--- src/design/bsf_regs.vh ---
// Constants for the battery switch and fault control block
`ifndef BSF_REGS_VH
`define BSF_REGS_VH

// ----------------------------------------------------------------------
// Clock in megahertz and times in microseconds
// ----------------------------------------------------------------------
`define BSF_CLK_MHZ 40
`define BSF_DLY_SHORT_US 25000
`define BSF_DLY_LONG_US 12500000
`define BSF_PK_TIME_US 100
`define BSF_OCP_TIME_US 50000
`define BSF_HICCUP_OFF_US 100000
`define BSF_SHIP_EXIT_US 1000000
`define BSF_RESET_PRESS_US 10000000
`define BSF_RESET_OFF_US 100000
`define BSF_BATOVP_US 100

// ----------------------------------------------------------------------
// Register byte addresses
// ----------------------------------------------------------------------
`define BSF_ADDR_CTRL 8'h00
`define BSF_ADDR_STATUS 8'h04
`define BSF_ADDR_FLAG 8'h08

// ----------------------------------------------------------------------
// Control register fields
// ----------------------------------------------------------------------
`define BSF_F_SWCTRL 1:0
`define BSF_F_DLYSEL 2
`define BSF_F_AWARE 3
`define BSF_F_OTG 4
`define BSF_F_HIZ 5
`define BSF_F_PEAK 11:8

// ----------------------------------------------------------------------
// Switch control codes and reset values
// ----------------------------------------------------------------------
`define BSF_SW_NONE 2'h0
`define BSF_SW_SHUT 2'h1
`define BSF_SW_SHIP 2'h2
`define BSF_SW_RESET 2'h3
`define BSF_PEAK_DEFAULT 4'h8
`define BSF_SRC_NONE 3'h0

`endif

--- src/design/bsf_sync.v ---
// Two-flop synchroniser for a group of asynchronous inputs
`timescale 1ns/1ps
module bsf_sync #(
  parameter WIDTH = 1,
  parameter [WIDTH-1:0] INIT = {WIDTH{1'b0}}
) (
  input wire clk_in,
  input wire rst_b_in,
  input wire [WIDTH-1:0] async_in,
  output wire [WIDTH-1:0] sync_out
);
  reg [WIDTH-1:0] stage1;
  reg [WIDTH-1:0] stage2;
  genvar i;
  generate
    for (i = 0; i < WIDTH; i = i + 1) begin : g_bit
      always @(posedge clk_in or negedge rst_b_in) begin
        if (!rst_b_in) begin
          stage1[i] <= INIT[i];
          stage2[i] <= INIT[i];
        end else begin
          stage1[i] <= async_in[i];
          stage2[i] <= stage1[i];
        end
      end
    end
  endgenerate
  assign sync_out = stage2;
endmodule // bsf_sync

--- src/design/bsf_timer.v ---
// Run-while-high cycle counter with a level done output
`timescale 1ns/1ps
module bsf_timer (
  input wire clk_in,
  input wire rst_b_in,
  input wire run_in,
  input wire [31:0] limit_in,
  output wire done_out
);
  reg [31:0] count;
  // Holds at the limit so a long wait never wraps
  always @(posedge clk_in or negedge rst_b_in) begin
    if (!rst_b_in) begin
      count <= 32'h0;
    end else if (!run_in) begin
      count <= 32'h0;
    end else if (!done_out) begin
      count <= count + 32'h1;
    end
  end
  assign done_out = (count >= limit_in);
endmodule // bsf_timer

--- src/design/bsf_switch_ctrl.v ---
// Battery switch mode sequencer and protection flags with APB registers
// Functional notes
// [RULE1] Code 01 opens switch, stops serial, shuts down
// [RULE2] Shutdown exits only on adapter, registers defaulted
// [RULE3] Switch-off waits 25 ms or 12.5 s
// [RULE4] Shutdown with adapter ignored, field back 00
// [RULE5] Shutdown during boost clears boost first
// [RULE6] Button ignored, pull-up off in shutdown
// [RULE7] Code 10 without adapter enters ship mode
// [RULE8] Ship exits on long press or adapter
// [RULE9] Aware 0: ship waits delay and removal
// [RULE10] Aware 1: switch off after delay, ship later
// [RULE11] Code 11 or long press power-cycles system
// [RULE12] Register reset delayed, button reset immediate
// [RULE13] System reset during boost clears boost first
// [RULE14] Battery undervoltage opens switch, stops serial
// [RULE15] Overcurrent sets fault, hiccups with 100 ms off
// [RULE16] Hiccup clears status, re-checks on turn-on
// [RULE17] Overcurrent during boost clears boost enable
// [RULE18] Input overvoltage stops switching, discharges, flags
// [RULE19] System overvoltage stops switching, pulls down, flags
// [RULE20] System short forces PFM and flags
// [RULE21] Battery overvoltage opens switch, discharges, flags
// [RULE22] Poor source stops switching, PG off, type 000
// [RULE23] Flags latch until read; status follows live
`timescale 1ns/1ps
`include "bsf_regs.vh"
module bsf_switch_ctrl #(
  parameter [31:0] DLY_SHORT_CYC = `BSF_DLY_SHORT_US * `BSF_CLK_MHZ,
  parameter [31:0] DLY_LONG_CYC = `BSF_DLY_LONG_US * `BSF_CLK_MHZ,
  parameter [31:0] OCP_SLOW_CYC = `BSF_OCP_TIME_US * `BSF_CLK_MHZ,
  parameter [31:0] HICCUP_OFF_CYC = `BSF_HICCUP_OFF_US * `BSF_CLK_MHZ,
  parameter [31:0] SHIP_EXIT_CYC = `BSF_SHIP_EXIT_US * `BSF_CLK_MHZ,
  parameter [31:0] RESET_PRESS_CYC = `BSF_RESET_PRESS_US * `BSF_CLK_MHZ,
  parameter [31:0] RESET_OFF_CYC = `BSF_RESET_OFF_US * `BSF_CLK_MHZ
) (
  input wire clk_in,
  input wire rst_b_in,
  input wire psel_in,
  input wire penable_in,
  input wire pwrite_in,
  input wire [7:0] paddr_in,
  input wire [31:0] pwdata_in,
  output reg [31:0] prdata_out,
  output reg pready_out,
  output reg pslverr_out,
  input wire adapter_present_in,
  input wire input_ov_in,
  input wire system_ov_in,
  input wire system_short_in,
  input wire battery_ov_in,
  input wire battery_uv_in,
  input wire poor_source_in,
  input wire sleep_in,
  input wire peak_over_in,
  input wire switch_ocp_in,
  input wire wake_button_n_in,
  input wire [2:0] detected_type_in,
  output reg battery_switch_on_out,
  output reg serial_enable_out,
  output reg wake_pullup_en_out,
  output reg reverse_boost_enable_out,
  output reg converter_run_out,
  output reg input_discharge_out,
  output reg sys_pulldown_out,
  output reg bat_discharge_out,
  output reg forced_pfm_out,
  output reg power_good_n_out,
  output reg input_high_impedance_out,
  output reg [3:0] discharge_peak_limit_out,
  output reg adapter_attach_out
);
  // --------------------------------------------------------------------
  // Modes and constants
  // --------------------------------------------------------------------
  localparam [2:0] M_NORMAL = 3'h0;
  localparam [2:0] M_WAIT = 3'h1;
  localparam [2:0] M_HOLD = 3'h2;
  localparam [2:0] M_SHIP = 3'h3;
  localparam [2:0] M_SHUT = 3'h4;
  localparam [2:0] M_RST = 3'h5;
  localparam [2:0] M_UVLO = 3'h6;
  localparam [31:0] PK_CYC = `BSF_PK_TIME_US * `BSF_CLK_MHZ;
  localparam [31:0] BOVP_CYC = `BSF_BATOVP_US * `BSF_CLK_MHZ;

  function hit;
    input [7:0] addr;
    input [7:0] offs;
    begin
      hit = (addr == offs);
    end
  endfunction

  // --------------------------------------------------------------------
  // Input synchronisers
  // --------------------------------------------------------------------
  wire [10:0] sync_v;
  bsf_sync #(.WIDTH(11), .INIT(11'h400)) u_sync (
    .clk_in(clk_in),
    .rst_b_in(rst_b_in),
    .async_in({wake_button_n_in, switch_ocp_in, peak_over_in, sleep_in, poor_source_in,
               battery_uv_in, battery_ov_in, system_short_in, system_ov_in, input_ov_in,
               adapter_present_in}),
    .sync_out(sync_v)
  );
  wire adapter = sync_v[0];
  wire in_ov = sync_v[1];
  wire sys_ov = sync_v[2];
  wire sys_short = sync_v[3];
  wire bat_ov = sync_v[4];
  wire bat_uv = sync_v[5];
  wire poor = sync_v[6];
  wire sleep = sync_v[7];
  wire pk_over = sync_v[8];
  wire ocp_over = sync_v[9];
  wire button_n = sync_v[10];

  // --------------------------------------------------------------------
  // State
  // --------------------------------------------------------------------
  reg [2:0] mode;
  reg por_pend;
  reg [1:0] sw_ctrl;
  reg dly_sel;
  reg aware;
  reg otg;
  reg input_high_impedance;
  reg [3:0] peak;
  reg hiccup;
  reg ocp_stat;
  reg press_used;
  reg [3:0] flags;
  reg [3:0] stat_prev;
  reg attach_prev;

  wire [3:0] stat_now;
  wire bovp_stat;
  wire dly_done;
  wire pk_done;
  wire slow_done;
  wire hic_done;
  wire ship_press_done;
  wire rst_press_done;
  wire rst_off_done;
  wire bovp_done;

  // Serial access is refused while the switch logic is in a low-power mode
  wire acc_done = psel_in & penable_in & pready_out;
  wire wr_ctrl = acc_done & pwrite_in & serial_enable_out & hit(paddr_in, `BSF_ADDR_CTRL);
  wire rd_flag = acc_done & ~pwrite_in & serial_enable_out & hit(paddr_in, `BSF_ADDR_FLAG);
  wire [1:0] field_w = pwdata_in[`BSF_F_SWCTRL];
  wire aware_w = pwdata_in[`BSF_F_AWARE];
  wire pending = (mode == M_WAIT) | (mode == M_HOLD);
  wire ocp_trig = pk_done | slow_done;
  wire button_live = ~button_n & (mode != M_SHUT); // [RULE6]
  wire rst_press = rst_press_done & ~press_used;
  wire next_sw_on = ((mode == M_NORMAL) | (mode == M_WAIT) | ((mode == M_HOLD) & ~aware)) &
                    ~hiccup & ~bat_ov; // [RULE10] [RULE21]

  // --------------------------------------------------------------------
  // Timers
  // --------------------------------------------------------------------
  bsf_timer u_dly (
    .clk_in(clk_in), .rst_b_in(rst_b_in), .run_in(pending),
    .limit_in(dly_sel ? DLY_LONG_CYC : DLY_SHORT_CYC), .done_out(dly_done) // [RULE3]
  );
  // Turn-off of the switch restarts both overcurrent timers
  bsf_timer u_pk (
    .clk_in(clk_in), .rst_b_in(rst_b_in), .run_in(battery_switch_on_out & pk_over & ~hiccup),
    .limit_in(PK_CYC), .done_out(pk_done) // [RULE15] [RULE16]
  );
  bsf_timer u_slow (
    .clk_in(clk_in), .rst_b_in(rst_b_in), .run_in(battery_switch_on_out & ocp_over & ~hiccup),
    .limit_in(OCP_SLOW_CYC), .done_out(slow_done) // [RULE15] [RULE16]
  );
  bsf_timer u_hic (
    .clk_in(clk_in), .rst_b_in(rst_b_in), .run_in(hiccup),
    .limit_in(HICCUP_OFF_CYC), .done_out(hic_done)
  );
  bsf_timer u_ship_press (
    .clk_in(clk_in), .rst_b_in(rst_b_in), .run_in(button_live),
    .limit_in(SHIP_EXIT_CYC), .done_out(ship_press_done)
  );
  bsf_timer u_rst_press (
    .clk_in(clk_in), .rst_b_in(rst_b_in), .run_in(button_live),
    .limit_in(RESET_PRESS_CYC), .done_out(rst_press_done)
  );
  bsf_timer u_rst_off (
    .clk_in(clk_in), .rst_b_in(rst_b_in), .run_in(mode == M_RST),
    .limit_in(RESET_OFF_CYC), .done_out(rst_off_done)
  );
  bsf_timer u_bovp (
    .clk_in(clk_in), .rst_b_in(rst_b_in), .run_in(bat_ov),
    .limit_in(BOVP_CYC), .done_out(bovp_done)
  );

  // --------------------------------------------------------------------
  // Mode sequencer and control register
  // --------------------------------------------------------------------
  always @(posedge clk_in or negedge rst_b_in) begin
    if (!rst_b_in) begin
      mode <= M_NORMAL;
      por_pend <= 1'b0;
      sw_ctrl <= `BSF_SW_NONE;
      dly_sel <= 1'b0;
      aware <= 1'b0;
      otg <= 1'b0;
      input_high_impedance <= 1'b0;
      peak <= `BSF_PEAK_DEFAULT;
      press_used <= 1'b0;
    end else if (por_pend) begin
      // Wake from a low-power mode reloads every default
      mode <= M_NORMAL; // [RULE2] [RULE8] [RULE14]
      por_pend <= 1'b0;
      sw_ctrl <= `BSF_SW_NONE;
      dly_sel <= 1'b0;
      aware <= 1'b0;
      otg <= 1'b0;
      input_high_impedance <= 1'b0;
      peak <= `BSF_PEAK_DEFAULT;
      press_used <= 1'b0;
    end else begin
      if (button_n) begin
        press_used <= 1'b0;
      end
      if (wr_ctrl) begin
        sw_ctrl <= field_w;
        dly_sel <= pwdata_in[`BSF_F_DLYSEL];
        aware <= aware_w;
        otg <= pwdata_in[`BSF_F_OTG];
        input_high_impedance <= pwdata_in[`BSF_F_HIZ];
        peak <= pwdata_in[`BSF_F_PEAK];
      end
      if (ocp_trig & otg) begin
        otg <= 1'b0; // [RULE17]
      end
      case (mode)
        M_NORMAL: begin
          if (wr_ctrl) begin
            case (field_w)
              `BSF_SW_SHUT: begin
                if (adapter) begin
                  sw_ctrl <= `BSF_SW_NONE; // [RULE4]
                end else begin
                  otg <= 1'b0; // [RULE5]
                  mode <= M_WAIT;
                end
              end
              `BSF_SW_SHIP: begin
                mode <= M_WAIT; // [RULE7]
              end
              `BSF_SW_RESET: begin
                if (aware_w | ~adapter) begin
                  otg <= 1'b0; // [RULE13]
                  mode <= M_WAIT; // [RULE11] [RULE12]
                end else begin
                  sw_ctrl <= `BSF_SW_NONE;
                end
              end
              default: begin
              end
            endcase
          end else if (rst_press & (aware | ~adapter)) begin
            otg <= 1'b0; // [RULE13]
            press_used <= 1'b1;
            mode <= M_RST; // [RULE11] [RULE12]
          end else if (~adapter & bat_uv) begin
            mode <= M_UVLO; // [RULE14]
          end
        end
        M_WAIT: begin
          if (wr_ctrl & (field_w == `BSF_SW_NONE)) begin
            mode <= M_NORMAL;
          end else if (dly_done) begin
            case (sw_ctrl)
              `BSF_SW_SHUT: begin
                if (adapter) begin
                  sw_ctrl <= `BSF_SW_NONE; // [RULE4]
                  mode <= M_NORMAL;
                end else begin
                  mode <= M_SHUT; // [RULE1]
                end
              end
              `BSF_SW_SHIP: begin
                mode <= adapter ? M_HOLD : M_SHIP; // [RULE9] [RULE10]
              end
              `BSF_SW_RESET: begin
                mode <= M_RST;
              end
              default: begin
                mode <= M_NORMAL;
              end
            endcase
          end
        end
        M_HOLD: begin
          if (wr_ctrl & (field_w == `BSF_SW_NONE)) begin
            mode <= M_NORMAL;
          end else if (~adapter) begin
            mode <= M_SHIP; // [RULE9] [RULE10]
          end
        end
        M_SHIP: begin
          if (adapter | ship_press_done) begin
            por_pend <= 1'b1; // [RULE8]
          end
        end
        M_SHUT: begin
          if (adapter) begin
            por_pend <= 1'b1; // [RULE2]
          end
        end
        M_RST: begin
          if (rst_off_done) begin
            sw_ctrl <= `BSF_SW_NONE;
            mode <= M_NORMAL;
          end
        end
        M_UVLO: begin
          if (~bat_uv | adapter) begin
            por_pend <= 1'b1; // [RULE14]
          end
        end
        default: begin
          mode <= M_NORMAL;
        end
      endcase
    end
  end

  // --------------------------------------------------------------------
  // Protection state and flags
  // --------------------------------------------------------------------
  assign bovp_stat = bat_ov & bovp_done; // [RULE21]
  assign stat_now = {sys_short, sys_ov, in_ov, ocp_stat | bovp_stat};

  always @(posedge clk_in or negedge rst_b_in) begin
    if (!rst_b_in) begin
      hiccup <= 1'b0;
      ocp_stat <= 1'b0;
      flags <= 4'h0;
      stat_prev <= 4'h0;
      attach_prev <= 1'b0;
    end else begin
      // Status is high for two cycles: the last cycle the switch is on and the first cycle it is off
      ocp_stat <= ocp_trig; // [RULE15] [RULE16]
      if (ocp_trig) begin
        hiccup <= 1'b1; // [RULE15]
      end else if (hic_done) begin
        hiccup <= 1'b0; // [RULE16]
      end
      stat_prev <= stat_now;
      attach_prev <= adapter & ~poor;
      // A new event beats a read that clears in the same cycle
      if (por_pend) begin
        flags <= 4'h0;
      end else begin
        flags <= (flags & {4{~rd_flag}}) | (stat_now & ~stat_prev); // [RULE23]
      end
    end
  end

  // --------------------------------------------------------------------
  // Registered outputs
  // --------------------------------------------------------------------
  always @(posedge clk_in or negedge rst_b_in) begin
    if (!rst_b_in) begin
      battery_switch_on_out <= 1'b1;
      serial_enable_out <= 1'b1;
      wake_pullup_en_out <= 1'b1;
      reverse_boost_enable_out <= 1'b0;
      converter_run_out <= 1'b0;
      input_discharge_out <= 1'b0;
      sys_pulldown_out <= 1'b0;
      bat_discharge_out <= 1'b0;
      forced_pfm_out <= 1'b0;
      power_good_n_out <= 1'b1;
      input_high_impedance_out <= 1'b0;
      discharge_peak_limit_out <= `BSF_PEAK_DEFAULT;
      adapter_attach_out <= 1'b0;
    end else begin
      battery_switch_on_out <= next_sw_on; // [RULE1] [RULE7] [RULE14] [RULE15]
      serial_enable_out <= ~((mode == M_SHIP) | (mode == M_SHUT) | (mode == M_UVLO) |
                             por_pend); // [RULE1] [RULE7] [RULE14]
      wake_pullup_en_out <= (mode != M_SHUT); // [RULE6]
      reverse_boost_enable_out <= otg;
      converter_run_out <= adapter & ~poor & ~sleep & ~in_ov & ~sys_ov &
                           ~input_high_impedance_out; // [RULE18] [RULE19] [RULE22]
      input_discharge_out <= in_ov; // [RULE18]
      sys_pulldown_out <= sys_ov; // [RULE19]
      bat_discharge_out <= bat_ov; // [RULE21]
      forced_pfm_out <= sys_short; // [RULE20]
      power_good_n_out <= ~(adapter & ~poor & ~sleep); // [RULE22]
      input_high_impedance_out <= input_high_impedance | ((mode == M_RST) & aware & adapter);
      discharge_peak_limit_out <= peak;
      adapter_attach_out <= adapter & ~poor & ~attach_prev; // [RULE22]
    end
  end

  // --------------------------------------------------------------------
  // APB slave, one wait state
  // --------------------------------------------------------------------
  always @(posedge clk_in or negedge rst_b_in) begin
    if (!rst_b_in) begin
      pready_out <= 1'b0;
      pslverr_out <= 1'b0;
      prdata_out <= 32'h0;
    end else if (psel_in & penable_in & ~pready_out) begin
      pready_out <= 1'b1;
      pslverr_out <= ~serial_enable_out;
      prdata_out <= 32'h0;
      if (serial_enable_out & ~pwrite_in) begin
        if (hit(paddr_in, `BSF_ADDR_CTRL)) begin
          prdata_out <= {20'h0, peak, 2'h0, input_high_impedance, otg, aware, dly_sel, sw_ctrl};
        end else if (hit(paddr_in, `BSF_ADDR_STATUS)) begin
          prdata_out <= {21'h0, mode, power_good_n_out,
                         (adapter & ~poor) ? detected_type_in : `BSF_SRC_NONE,
                         stat_now}; // [RULE22] [RULE23]
        end else if (hit(paddr_in, `BSF_ADDR_FLAG)) begin
          prdata_out <= {28'h0, flags};
        end else begin
          pslverr_out <= 1'b1;
        end
      end else if (serial_enable_out & ~hit(paddr_in, `BSF_ADDR_CTRL)) begin
        pslverr_out <= ~(hit(paddr_in, `BSF_ADDR_STATUS) | hit(paddr_in, `BSF_ADDR_FLAG));
      end
    end else begin
      pready_out <= 1'b0;
      pslverr_out <= 1'b0;
    end
  end
endmodule // bsf_switch_ctrl

--- config.mk ---
export PLATFORM = sky130hd
export DESIGN_NAME = bsf_switch_ctrl
export DESIGN_NICKNAME = d
export VERILOG_FILES = /design/src/design/bsf_sync.v /design/src/design/bsf_timer.v /design/src/design/bsf_switch_ctrl.v
export VERILOG_INCLUDE_DIRS = /design/src /design/src/design
export SDC_FILE = /design/constraint.sdc
export NUM_CORES = 1
export LEC_CHECK = 0
export BUFFER_PORTS_ARGS = -buffer_cell sky130_fd_sc_hd__buf_2
export CORE_MARGIN = 4
export CORE_UTILIZATION = 30
export CTS_CLUSTER_DIAMETER = 150
export CTS_CLUSTER_SIZE = 10
export DETAILED_ROUTE_END_ITERATION = 7
export GPL_ROUTABILITY_DRIVEN = 0
export GPL_TIMING_DRIVEN = 0
export MAX_ROUTING_LAYER = met4
export SLEW_MARGIN = 5
export SYNTH_ARGS = -nofsm -noshare
export SYNTH_HDL_FRONTEND = slang
export SYNTH_SLANG_ARGS = --single-unit
--- constraint.sdc ---
create_clock -name clk_in -period 4.2 [get_ports clk_in]
set_input_delay 0.84 -clock clk_in [delete_from_list [all_inputs] [get_ports clk_in]]
set_output_delay 0.84 -clock clk_in [all_outputs]
set_load 0.02 [all_outputs]
==> summary.md <==
| Metric | Value |
|---|---|
| Post-Synth XOR/XNOR Area | `0.0668` |
| Overflow after GRT | `0` |
| Initial antenna violation count | `2` |
| Clock skew | `0.0204 ns` |
| Synth Area per Inst | `10.3 um^2` |
| Clock Power Share | `0.417` |
| Yosys Warn Count | `0` |
| Sequential power share | `0.459` |
| Count leader, synth | `dfrtp_1` |
| Via density | `4.81` |
| Compound-cell area share of the yosys netlist | `0.0845` |
| Max-slew violations | `0` |
| CP Data Arrival Time | `3.62 ns` |
| Diodes inserted | `0` |
| Port buffer count | `64` |
| Router iterations before antenna repair | `6` |
| Antenna viol nets, final | `0` |
| Post-synthesis mux area share | `0.0125` |
| # rows | `82` |
| Synth Area in Adders | `0.0253` |
| Layout net count | `1702` |
| H-Tree Level Count | `2` |
| CTS tree | `done` |
| Non-Filler Instances | `2310` |
| Seq/Total Area, Yosys | `0.541` |
| Top FF cell, synth | `dfrtp_1` |
| Worst Path Max Fanout | `11` |
| First-iteration detailed-routing DRC count | `801` |
| Final setup vio count | `0` |
| Placed insts | `2243` |
| Least-Margin Pin Slew | `1.12 ns` |
| Detailed-route via count | `11100` |
| Period utilisation layout | `0.767` |
| Setup CP Type | `reg2reg` |
| Max_slew headroom | `0.235` |
| Clk sinks | `331` |
| Share of layout cells above drive strength 1 | `0.105` |
| Die area | `0.0548 mm^2` |
| Power share of the combinational group | `0.124` |
| Largest net degree at the start of global routing | `114` |
| Yosys reg bits | `331` |
| Fin util | `0.353` |
| Mapped Area | `0.0153 mm^2` |
| Core footprint | `0.0504 mm^2` |
| Crit path time final | `3.22 ns` |
| First-pass GRT wire length | `56600 um` |
| Area grow syn2layout | `16.0%` |
| DP HPWL | `23500 um` |
| Sw Pwr | `1.97 mW` |
| Post-cts sizing count | `0` |
| Crit end category | `flop` |
| CTS clk-pin slew, worst paths | `0.06 ns` |
| RSZ-0062 raised after global routing | `no` |
| Dominant cell type by area after synthesis | `dfrtp_1` |
| IO Count | `109` |
| Clock latency on the worst-skew pair | `0.53 ns` |
| Synth cell count leaders | `dfrtp_1, nor2_1, xor2_1` |
| Top cells by area, synth | `dfrtp_1, xor2_1, nor2_1` |
| Total of max-cap violations | `0` |
| Post-synth EDFFs | `0` |
| Die width | `234 um` |
| Required @ worst endpoint | `4.59 ns` |
| Sw Share | `0.267` |
| Final Hold Viols | `0` |
| Post-synthesis async set-or-reset flop share | `1.00` |
| Drt wl/cell | `14.7 um` |
| Post-Syn Instances | `1485` |
| Starting Density | `0.304` |
| Number of global-route vias before repair | `10900` |
| Root buf cell | `clkbuf_16` |
| Max Freq | `310 MHz` |
| Drt drc | `0` |
| Area share of the largest cell type after synthesis | `0.527` |
| CP Launch Type | `flop` |
| All-Layer GR Usage | `0.128` |
| Yosys cell types | `72` |
| Final wirelength | `34000 um` |
| Static Leak | `8.02 nW` |
| Hold_buf cts | `0` |
| P_int | `5.42 mW` |
| Simple-gate area share of the yosys netlist | `0.230` |
| Largest family of logic cells by synthesized area | `simple AND/OR/NAND/NOR gates` |
| Tot Pwr | `7.40 mW` |
| Hold WC Path Type | `in2async` |
| Outcome | `completed` |
| CTS Buf Count | `39` |
| Setup bufs post-CTS | `0` |
| Clk buf depth | `3` |
| Die Span Y | `234 um` |
| Pwr Density | `416 mW/mm^2` |
| VDD IR max | `0.252 mV` |
-- area by class of cell --
type / instances / area (um^2)
plain buffers: 81 / 418
flip-flops and latches: 331 / 8290
fillers: 4997 / 32600
clock buffers: 66 / 1120
repair buffers: 67 / 413
multi-input cells: 1040 / 6510
inverters: 52 / 195
well taps: 672 / 841
clock inverters: 1 / 8.76
-- through the flow --
| stage | hold WS, ns | setup TNS, ns | setup WS [ns] | area, um^2 |
|---|---|---|---|---|
| final | 0.205 | 0 | 0.978 | 17800 |
| after global routing | 0.227 | 0 | 0.758 | 17800 |
| after CTS | 0.204 | 0 | 0.957 | 17800 |
| after detailed placement | 0.335 | 0 | 0.539 | 16700 |
| after global placement | 0.335 | -1314.87 | -4.07 | 16600 |
| after floorplan | 0.331 | 0 | 1.40 | 15400 |
-- routing by layer --
layer,vias up,part of all wire,GRT usage
met5,-,0,-
met4,0,0.021,0.0349
met3,61,0.051,0.0209
met2,229,0.44,0.190
met1,5416,0.49,0.183
li1,5401,-,-
-- worst max-delay path, stage by stage, from the launching register on --
cell and delay [ns]:
dfrtp_1 0.49, inv_1 0.27, ha_1 0.28, or4_1 0.54, a311oi_1 0.27, a211o_1 0.17, buf_6 0.14, nand3_2 0.12
clkbuf_2 0.23, buf_2 0.24, o31ai_1 0.22, a21oi_1 0.09
-- state kept, by name (all words and copies together), names as in the netlist, 11 cells and up --
register and cells:
u_ship_press.count 32, u_rst_press.count 32, u_rst_off.count 32, u_pk.count 32
u_dly.count 32, u_sync.stage1 11, u_bovp.count 32, u_slow.count 32
u_hic.count 32, u_sync.sync_out 11, prdata_out 12
-- cells by family (layout without fill, tap and decap cells) --
| kind of cell | Yosys count | after routing |
|---|---|---|
| other cells | 1 | 20 |
| compound gates | 196 | 196 |
| fa+ha+maj | 31 | 31 |
| mux | 18 | 18 |
| flops | 331 | 331 |
| simple gates | 658 | 658 |
| xor+xnor | 117 | 117 |
| buf+inv | 133 | 267 |
-- layout by cell type (no fill, tap or decap), types with 31 or more instances in the layout --
| master | count |
|---|---|
| nor2_1 | 174 |
| inv_1 | 52 |
| clkbuf_16 | 41 |
| xor2_1 | 81 |
| clkbuf_1 | 74 |
| xnor2_1 | 36 |
| or3_1 | 34 |
| and3_1 | 49 |
| and2_1 | 76 |
| ha_1 | 31 |
| nand4_1 | 44 |
| nand2_1 | 76 |
| o21ai_0 | 47 |
| nand3_1 | 71 |
| dfrtp_1 | 323 |
| buf_2 | 69 |
| a21oi_1 | 60 |
-- power by group through the flow --
stage               logic [mW]  clock network [mW]  registers, mW
global placement         0.902                   0           3.45
finish                   0.918                3.08           3.40
floorplan                0.600                   0           3.44
global route              1.04                3.32           3.41
CTS                      0.930                3.19           3.40
detailed placement       0.924                   0           3.46
-- path summary, 6_finish.rpt --
check                                                    end                        from  slack [ns]  cells after the start
worst max-delay path             u_dly.count[28]$_DFFE_PN0P_         dly_sel$_DFFE_PN0N_        0.98                     11
worst min-delay path             u_bovp.count[6]$_DFFE_PN0N_                    rst_b_in        0.21                      1
worst max register to register   u_dly.count[28]$_DFFE_PN0P_         dly_sel$_DFFE_PN0N_        0.98                     11
worst min register to register  u_sync.sync_out[4]$_DFF_PN0_  u_sync.stage1[4]$_DFF_PN0_        0.34                      0
max in group asynchronous        u_sync.stage1[10]$_DFF_PN1_                    rst_b_in        2.66                      3
min in group clk_in             u_sync.sync_out[4]$_DFF_PN0_  u_sync.stage1[4]$_DFF_PN0_        0.34                      0
Power figures use the tool's default switching activity.
